<file path="config.mk">
export PLATFORM = sky130hd
export DESIGN_NAME = phy_role_loop_ctl
export DESIGN_NICKNAME = d
export VERILOG_FILES = /design/src/core/phy_ctl_pkg.sv /design/src/core/phy_role_loop_ctl.sv
export SDC_FILE = /design/constraint.sdc
export NUM_CORES = 1
export LEC_CHECK = 0
export ABC_AREA = 1
export ABC_CLOCK_PERIOD_IN_PS = 2440
export BUFFER_PORTS_ARGS = -buffer_cell sky130_fd_sc_hd__buf_4
export CORE_MARGIN = 4
export CORE_UTILIZATION = 55
export DETAILED_ROUTE_END_ITERATION = 10
export PLACE_DENSITY_LB_ADDON = 0.25
export SYNTH_ARGS = -nofsm -noshare
export SYNTH_HDL_FRONTEND = slang
export SYNTH_SLANG_ARGS = --single-unit
</file>
<file path="constraint.sdc">
create_clock -name CLK_I -period 2.44 [get_ports CLK_I]
set_clock_uncertainty 0.1 [all_clocks]
set_input_delay 0.122 -clock CLK_I [delete_from_list [all_inputs] [get_ports CLK_I]]
set_output_delay 0.122 -clock CLK_I [all_outputs]
set_load 0.1 [all_outputs]
</file>
<file path="src/core/phy_ctl_pkg.sv">
// Constants shared by the role and loopback control block
package phy_ctl_pkg;

    // ***************************************************
    // Management register addresses and fields
    // ***************************************************
    localparam logic [4:0] REG_CTRL = 5'h00;
    localparam logic [4:0] REG_STAT = 5'h01;
    localparam logic [4:0] REG_ID1 = 5'h02;
    localparam logic [4:0] REG_ID2 = 5'h03;
    localparam logic [4:0] REG_EXT = 5'h10;

    localparam int CTRL_LOOP_BIT = 14;
    localparam int EXT_MASTER_BIT = 0;
    localparam int EXT_EXTLB_BIT = 1;
    localparam int EXT_INTLB_BIT = 2;
    localparam int EXT_LOCK_BIT = 3;
    localparam int STAT_EXTCAP_BIT = 0;
    localparam int STAT_LINK_BIT = 2;
    localparam int STAT_FD100_BIT = 14;

    // Reset values
    localparam logic RST_MASTER = 1'b0;
    localparam logic RST_LOOP = 1'b0;
    localparam logic RST_MDC = 1'b1;

    // ***************************************************
    // Management frame
    // ***************************************************
    localparam logic [5:0] PRE_LEN = 6'h20;
    localparam logic [1:0] OP_RD = 2'h2;
    localparam logic [1:0] OP_WR = 2'h1;
    localparam logic [3:0] HDR_LAST = 4'hb;
    localparam logic [3:0] TA_FIRST = 4'hc;
    localparam logic [3:0] TA_LAST = 4'hd;
    localparam logic [3:0] DATA_LAST = 4'hf;

    // ***************************************************
    // Timing
    // ***************************************************
    localparam int CLK_NS = 40;
    localparam int TX_LAT_NS = 240;
    localparam int RX_LAT_NS = 780;
    localparam int TX_LAT_CYC = (TX_LAT_NS - 1) / CLK_NS;
    localparam int RX_LAT_CYC = (RX_LAT_NS - 1) / CLK_NS;
    localparam int PATH_CYC = 1;

    typedef enum logic [1:0] {
        S_PRE = 2'h0,
        S_ST = 2'h1,
        S_HDR = 2'h3,
        S_DATA = 2'h2
    } mgmt_e;

endpackage

</file>
<file path="src/core/phy_role_loop_ctl.sv">
// Role selection, loopback steering and management serial slave
// Functional notes
// - After any reset the device is SLAVE until management sets MASTER.
// - Role comes from forced assignment only; no auto-negotiation exchange.
// - An unmanaged device stays SLAVE.
// - MII transmit to line latency stays below 240 ns.
// - Line to MII receive latency stays below 780 ns.
// - Standard register set is read and written over MDIO, timed by MDC.
// - Extra control and monitor registers are reachable over the same interface.
// - Internal loopback feeds receive path from transmit symbols, not line receiver.
// - External loopback returns decoded line echo through MII receive.
`timescale 1ns/1ps
`default_nettype none

module phy_role_loop_ctl #(
    parameter logic [4:0] PHY_ADDR = 5'h01,
    parameter logic [15:0] ID_HI = 16'h0000, // Arbitrary value
    parameter logic [15:0] ID_LO = 16'h0000, // Arbitrary value
    parameter int NIB_W = 4
) (
    input wire logic CLK_I,
    input wire logic SYS_RST_I,
    input wire logic MDC_I,
    input wire logic MDIO_I,
    output logic MDIO_O,
    output logic MDIO_OE_O,
    input wire logic [NIB_W-1:0] TXD_I,
    input wire logic TX_EN_I,
    output logic [NIB_W-1:0] PMA_TXD_O,
    output logic PMA_TX_EN_O,
    input wire logic [NIB_W-1:0] PMA_RXD_I,
    input wire logic PMA_RX_DV_I,
    input wire logic [NIB_W-1:0] ECHO_RXD_I,
    input wire logic ECHO_RX_DV_I,
    output logic [NIB_W-1:0] RXD_O,
    output logic RX_DV_O,
    input wire logic LINK_ACQ_I,
    input wire logic LINK_UP_I,
    output logic MASTER_O,
    output logic LOOP_INT_O,
    output logic LOOP_EXT_O
);

    // ***************************************************
    // Elaboration checks
    // ***************************************************
    if (NIB_W != 4) begin : g_bad_width
        $error("NIB_W must be 4");
    end
    if (phy_ctl_pkg::PATH_CYC > phy_ctl_pkg::TX_LAT_CYC
            || phy_ctl_pkg::PATH_CYC > phy_ctl_pkg::RX_LAT_CYC) begin : g_bad_lat
        $error("Path latency exceeds limit");
    end

    // ***************************************************
    // State
    // ***************************************************
    typedef struct packed {
        phy_ctl_pkg::mgmt_e st;
        logic [5:0] pre_cnt;
        logic [3:0] cnt;
        logic [15:0] sh;
        logic [4:0] reg_a;
        logic is_rd;
        logic oe;
        logic out;
        logic mdc_q;
        logic master;
        logic lb_int;
        logic lb_ext;
        logic lock;
        logic [NIB_W-1:0] txd;
        logic tx_en;
        logic [NIB_W-1:0] rxd;
        logic rx_dv;
    } state_s;

    state_s r;
    state_s n;
    logic rise;
    logic wr_ev;
    logic [15:0] wr_word;

    function automatic logic [15:0] rd_word(input logic [4:0] a, input state_s s, input logic link);
        logic [15:0] w;
        w = 16'h0000;
        case (a)
            phy_ctl_pkg::REG_CTRL: w[phy_ctl_pkg::CTRL_LOOP_BIT] = s.lb_int;
            phy_ctl_pkg::REG_STAT: begin
                w[phy_ctl_pkg::STAT_EXTCAP_BIT] = 1'b1;
                w[phy_ctl_pkg::STAT_LINK_BIT] = link;
                w[phy_ctl_pkg::STAT_FD100_BIT] = 1'b1;
            end
            phy_ctl_pkg::REG_ID1: w = ID_HI;
            phy_ctl_pkg::REG_ID2: w = ID_LO;
            phy_ctl_pkg::REG_EXT: begin
                w[phy_ctl_pkg::EXT_MASTER_BIT] = s.master;
                w[phy_ctl_pkg::EXT_EXTLB_BIT] = s.lb_ext;
                w[phy_ctl_pkg::EXT_INTLB_BIT] = s.lb_int;
                w[phy_ctl_pkg::EXT_LOCK_BIT] = s.lock;
            end
            default: w = 16'h0000;
        endcase
        return w;
    endfunction

    assign rise = MDC_I & ~r.mdc_q;
    assign wr_word = {r.sh[14:0], MDIO_I};
    assign wr_ev = rise && r.st == phy_ctl_pkg::S_DATA && !r.is_rd && r.cnt == phy_ctl_pkg::DATA_LAST;

    always_comb begin
        logic [15:0] nsh;
        logic [15:0] rw;
        nsh = {r.sh[14:0], MDIO_I};
        rw = rd_word(r.reg_a, r, LINK_UP_I);
        n = r;
        n.mdc_q = MDC_I;
        // Single register stage each way keeps both paths far under their limits
        n.txd = TXD_I;
        n.tx_en = TX_EN_I;
        if (r.lb_int) begin
            n.rxd = TXD_I;
            n.rx_dv = TX_EN_I;
        end else if (r.lb_ext) begin
            n.rxd = ECHO_RXD_I;
            n.rx_dv = ECHO_RX_DV_I;
        end else begin
            n.rxd = PMA_RXD_I;
            n.rx_dv = PMA_RX_DV_I;
        end
        if (LINK_ACQ_I) begin
            n.lock = 1'b1;
        end
        if (rise) begin
            case (r.st)
                phy_ctl_pkg::S_PRE: begin
                    if (MDIO_I) begin
                        if (r.pre_cnt != phy_ctl_pkg::PRE_LEN) begin
                            n.pre_cnt = r.pre_cnt + 6'h01;
                        end
                    end else if (r.pre_cnt == phy_ctl_pkg::PRE_LEN) begin
                        n.st = phy_ctl_pkg::S_ST;
                    end else begin
                        n.pre_cnt = 6'h00;
                    end
                end
                phy_ctl_pkg::S_ST: begin
                    n.pre_cnt = 6'h00;
                    n.cnt = 4'h0;
                    n.st = MDIO_I ? phy_ctl_pkg::S_HDR : phy_ctl_pkg::S_PRE;
                end
                phy_ctl_pkg::S_HDR: begin
                    n.sh = nsh;
                    n.cnt = r.cnt + 4'h1;
                    if (r.cnt == phy_ctl_pkg::HDR_LAST) begin
                        n.is_rd = nsh[11:10] == phy_ctl_pkg::OP_RD;
                        n.reg_a = nsh[4:0];
                        if (nsh[9:5] != PHY_ADDR || (nsh[11:10] != phy_ctl_pkg::OP_RD
                                && nsh[11:10] != phy_ctl_pkg::OP_WR)) begin
                            n.st = phy_ctl_pkg::S_PRE;
                        end
                    end else if (r.cnt == phy_ctl_pkg::TA_FIRST) begin
                        n.oe = r.is_rd;
                        n.out = 1'b0;
                    end else if (r.cnt == phy_ctl_pkg::TA_LAST) begin
                        n.st = phy_ctl_pkg::S_DATA;
                        n.cnt = 4'h0;
                        if (r.is_rd) begin
                            n.sh = rw;
                            n.out = rw[15];
                        end
                    end
                end
                phy_ctl_pkg::S_DATA: begin
                    n.cnt = r.cnt + 4'h1;
                    if (r.is_rd) begin
                        n.sh = {r.sh[14:0], 1'b0};
                        n.out = r.sh[14];
                    end else begin
                        n.sh = nsh;
                    end
                    if (r.cnt == phy_ctl_pkg::DATA_LAST) begin
                        n.oe = 1'b0;
                        n.out = 1'b0;
                        n.st = phy_ctl_pkg::S_PRE;
                    end
                end
                default: n.st = phy_ctl_pkg::S_PRE;
            endcase
        end
        if (wr_ev) begin
            if (r.reg_a == phy_ctl_pkg::REG_CTRL) begin
                n.lb_int = wr_word[phy_ctl_pkg::CTRL_LOOP_BIT];
                if (wr_word[phy_ctl_pkg::CTRL_LOOP_BIT]) begin
                    n.lb_ext = 1'b0;
                end
            end else if (r.reg_a == phy_ctl_pkg::REG_EXT) begin
                if (!r.lock) begin
                    n.master = wr_word[phy_ctl_pkg::EXT_MASTER_BIT];
                end
                n.lb_int = wr_word[phy_ctl_pkg::EXT_INTLB_BIT];
                n.lb_ext = wr_word[phy_ctl_pkg::EXT_EXTLB_BIT] && !wr_word[phy_ctl_pkg::EXT_INTLB_BIT];
            end
        end
    end

    always_ff @(posedge CLK_I or posedge SYS_RST_I) begin
        if (SYS_RST_I) begin
            r <= '0;
            r.st <= phy_ctl_pkg::S_PRE;
            // An idle-high MDC must not look like a rise once reset ends
            r.mdc_q <= phy_ctl_pkg::RST_MDC;
            r.master <= phy_ctl_pkg::RST_MASTER;
            r.lb_int <= phy_ctl_pkg::RST_LOOP;
            r.lb_ext <= phy_ctl_pkg::RST_LOOP;
        end else begin
            r <= n;
        end
    end

    assign MDIO_O = r.out;
    assign MDIO_OE_O = r.oe;
    assign PMA_TXD_O = r.txd;
    assign PMA_TX_EN_O = r.tx_en;
    assign RXD_O = r.rxd;
    assign RX_DV_O = r.rx_dv;
    assign MASTER_O = r.master;
    assign LOOP_INT_O = r.lb_int;
    assign LOOP_EXT_O = r.lb_ext;
endmodule

`default_nettype wire

</file>
**Word-level counts from Yosys, hierarchy flattened**

Index checks and enable logic that the tools add are counted.

- Flip-flop bits (word level): 50
- Bits in latches: 0
- RAM bits: 0
- Bits in read-only memories: 0
- Bits of input ports: 21
- Output and inout bits: 15
- Logic and storage cells: 114
- Memories: 0

- $add $sub $neg: 2
- Multipliers: 0
- Divide/modulo/power cells: 0
- Magnitude comparators: 0
- Eq/ne operators: 29
- Shift-type cells: 0
- Muxes and demuxes: 38
- Bitwise gates (word level): 4
- Reductions and logical operators: 24

Operator list:

| operator | number |
|---|---|
| 20-bit 2-to-1 mux | 3 |
| 15-bit one-hot mux with 2 select lines | 1 |
| 2-bit 2-to-1 mux | 12 |
| 3-bit inequality test (second input constant) | 7 |
| 6-bit 2-to-1 mux | 3 |
| 4-bit == test (second input constant) | 4 |
| 16-bit 2-to-1 mux | 1 |
| 2-bit inequality test (second input constant) | 6 |
| 4-bit one-hot mux with 3 select lines | 1 |
| 6-bit one-hot mux with 2 select lines | 1 |
| 5-bit 2-to-1 mux | 2 |
| 1-bit 2-to-1 mux | 9 |
| 2-bit one-hot mux with 4 select lines | 1 |
| 4-bit AND reduction | 2 |
| 7-bit AND reduction | 1 |
| 6-bit by 1-bit adder with 6-bit output (second input constant) | 1 |
| 2-bit == test (second input constant) | 3 |
| 6-bit == test (second input constant) | 1 |
| 6-bit inequality test (second input constant) | 1 |
| 1-bit one-hot mux with 2 select lines | 3 |
| 2-bit AND reduction | 3 |
| 3-bit AND reduction | 2 |
| 6-bit AND reduction | 1 |
| 2-bit nonzero test | 3 |
| other kinds (17) | 25 |

**Logic depth before layout (Yosys ltp)**

- Depth in word-level cells: 7
- Gate-level depth with buffers: 10
- Depth with buffers taken out: 10

**Least setup slack after synthesis**

OpenSTA, ideal clock, no wires.

- Path type: reg2reg
- From: reg r (netlist bit LOOP_INT_O)
- To: reg r (netlist bit RXD_O[0])
- Library setup time: 124 ps
- Arrival time: 1453 ps
- Required time: 2216 ps
- Path slack: 763 ps
- Cell stages (with the launch flop): 5
- Path buffers: 1
- Period minus slack after synthesis: 1677 ps
- Cells stage by stage: dfrtp_1 -> clkbuf_1 -> inv_1 -> nor2_1 -> a21oi_1

RTL lines:

| item | line | source |
|---|---|---|
| start, declared | phy_role_loop_ctl.sv:78 | `state_s r;` |
| start signal, assigned | phy_role_loop_ctl.sv:217 | `r <= n;` |

**Worst setup path after layout**

- From: reg r[39] in the netlist's numbering
- To: reg r[17] in the netlist's numbering

- Cells in the longest elaborated chain, start to end: 2

Ends and longest elaborated chain:

| item | line | source |
|---|---|---|
| 4-bit == test | phy_role_loop_ctl.sv:155 | `if (r.cnt == phy_ctl_pkg::HDR_LAST) begin` |
| 3-bit AND reduction (no line) | -- |  |

Every way passes these cells.
A chain may end at the register's enable or synchronous reset.

==> out/results.ini <==
[cells_and_area]
antenna_cells = 0
drive_gt1_share_pct = 19.0
syn2layout_area_growth_pct = 18.6
instances_no_fill = 446
final_nets = 405
nFillCells = 384

[cts]
cts_root_buffer = clkbuf_8
cts.clk_slew.worst_paths_ns = 0.09
htree_levels = 2
clock-sinks = 50
cts_inserted_buffers = 5
cts_buffer_depth = 2
cts_setup_buffers = 0
cts_tree = done
clk_latency_ns = 0.31

[power_and_ir_drop]
power_leakage_nw = 1.59
cellPowerDensity_nw_per_um2 = 754
vdd_drop_max_uv = 463

[sta]
worst_pin_slew_ns = 0.422
final_max_slew_viol_count = 0
rsz0062_at_grt = no
whs_ns = -0.000309
finalSetupTns_ns = 0
fmax_mhz = 552
timing.final.ws_setup_ns = 0.629
setup_violations = 0
hold_violations = 1
fin_crit_sh_pct = 74.2
relSlewSlack_pct = 71.8
min_period_ns = 1.81

[critical_path]
r2r-end = r[17]
r2r_start = r[39]
worstPathCellList = ha_1, nand2_1, nor2_2, nand3_2, mux2_4
cp.arrival_ns = 1.91
rr_worst_depth = 5
cp.depth = 5
cpLargestDelayFamily = simple AND/OR/NAND/NOR gates
rrSetupSlack_ns = 0.63
crit_start = r[39]
slowest_delay_ns = 0.44
critPathKind = reg2reg
crit_slowest_cell = dfrtp_1
setup.worst_path.end = r[17]
cp.required_ns = 2.54
startpoint_type = flip-flop
crit_fanout = 11
worst-path-buf-inv = 0
end_kind = flip-flop

[routing]
via_per_inst = 5.07
final_antenna_net_count = 0
drt-pass1-iter-count = 4
drtIter0Drc = 173
drc = 0
num_vias = 2261
wl_um = 5710
wl_per_cell_um = 12.8

[grt]
gr-total-overflow = 0
grt_first_pass_wirelength_um = 9830
gr-usage-all-layers_pct = 20.3
first_global_vias = 2140
antenna_found_initial = 0
grt_max_degree = 21

[placement]
io_buffers = 35
dp_cells = 423
post-dp-hpwl_um = 4010
place_congestion = 0.860
place_ws_ns = 0.678

[synth]
synth_area_per_cell_sq_um = 8.03
synth-async-reset-ratio_pct = 100
synth.most_common_cell = nand2_1
yosys_warnings = 0
synth_seq_cells = 50
yosysTopAreaCell = dfrtp_1
synth_edf_count = 0
synth_top_cell_area_share_pct = 45.6
synth_area_leaders = dfrtp_1 46%, nand2_1 11%, nand3_1 5.2%
syn_inst = 335
synth_area_sq_um = 2690
synth_flop_cell = dfrtp_1
netlist-cell-type-count = 29
synthesis.nets = 362
synthTopCellsByCount = 79 x nand2_1, 49 x dfrtp_1, 37 x inv_1
ys_seq_area_share_pct = 46.6

[floorplanning]
start_util_pct = 56.9
die_y_um = 77.9
core_area_sq_um = 4720
ios = 36
fp.dieW_um = 77.9
rows = 25
die_area_sq_um = 6070

[outcome]
violations = negative hold slack
status = complete, but fails checks

[worst_hold_path]
hold_path.class = in2reg

[flow_run]
drv_cap = 0

[registers in the layout, indices dropped and copies added (netlist names)]
name         count
r               35
PMA_TXD_O        4
RXD_O            4
LOOP_EXT_O       1
LOOP_INT_O       1
MASTER_O         1
MDIO_O           1
MDIO_OE_O        1
PMA_TX_EN_O      1
RX_DV_O          1
[cells by family after synthesis]
| kind of cell | count (synthesis) | synth area share [%] |
|---|---|---|
| and+or+nand+nor | 165 | 28.9 |
| buffers and inverters | 60 | 10.8 |
| AOI/OAI and AO/OA | 51 | 9.77 |
| DFF | 50 | 46.6 |
| adders and majority gates | 6 | 2.79 |
| xor gates and xnor gates | 2 | 0.652 |
| muxes | 1 | 0.558 |
[cells in the final DEF, fill, tap and decap left out, types with 5 or more instances in the layout]
cell type,count
clkbuf_8,5
nor2_1,30
nand2_1,79
nand3_1,28
nand3_2,5
inv_2,7
buf_4,38
nand4_1,7
dlygate4sd3_1,15
o21ai_1,7
inv_1,36
ha_1,6
dfrtp_1,49
o21ai_0,24
a21oi_1,17
[power breakdown]
| group | switching [W] | internal, W | leakage (nW) |
|---|---|---|---|
| combinational | 0.000457 | 0.000239 | 0.900 |
| sequential | 0.000140 | 0.000991 | 0.637 |
| clock | 0.000273 | 0.000306 | 0.0514 |
| total | 0.000869 | 0.00154 | 1.59 |
[worst min-delay path by stage]
stage | from | cells after the start | to
after floorplan | MDC_I | 0 | r[14]
after global placement | SYS_RST_I | 2 | MDIO_O
after detailed placement | SYS_RST_I | 2 | MDIO_O
after CTS | ECHO_RX_DV_I | 3 | RX_DV_O
after global routing | ECHO_RXD_I[1] | 3 | RXD_O[1]
final | ECHO_RX_DV_I | 3 | RX_DV_O
[per-layer routing]
layer  GRT usage, %  up-vias  part of all wire, %
met1           27.2     1045                   46
met5              0        -                    0
li1               -     1152                    -
met4           7.52        0                  1.2
met3           3.60        7                  5.0
met2           32.9       57                   48
[per-stage QoR]
stage	util, %	total power, W	instance area, sq um
2_1_floorplan	-	0.00167	2690
3_3_place_gp	62.0	0.00180	2930
3_5_place_dp	62.0	0.00182	2930
4_1_cts	67.5	0.00242	3190
5_1_grt	67.5	0.00257	3190
6_report	67.5	0.00240	3190
[area by class of cell]
cell class              instances  area (sq um)  share of cell area (%)
inverters                      43           161                    5.06
repair buffers                 53           435                    13.7
multi-input cells             225          1150                    35.9
clock inverters                 2          37.5                    1.18
clock buffers                   6          72.6                    2.28
flip-flops and latches         50          1250                    39.3
well taps                      67          83.8                    2.63
[worst reg2reg max path: stages, from the launching register on]
cell and delay [ns]:
dfrtp_1 0.44, ha_1 0.30, nand2_1 0.10, nor2_2 0.18, nand3_2 0.23, mux2_4 0.36
[what timing repair did]
item	4_1_cts	5_1_grt
hold endpoints to repair	29	0
resized for setup	0	0
hold buffers	15	0
Note: power is estimated with default switching activity, not from simulation.
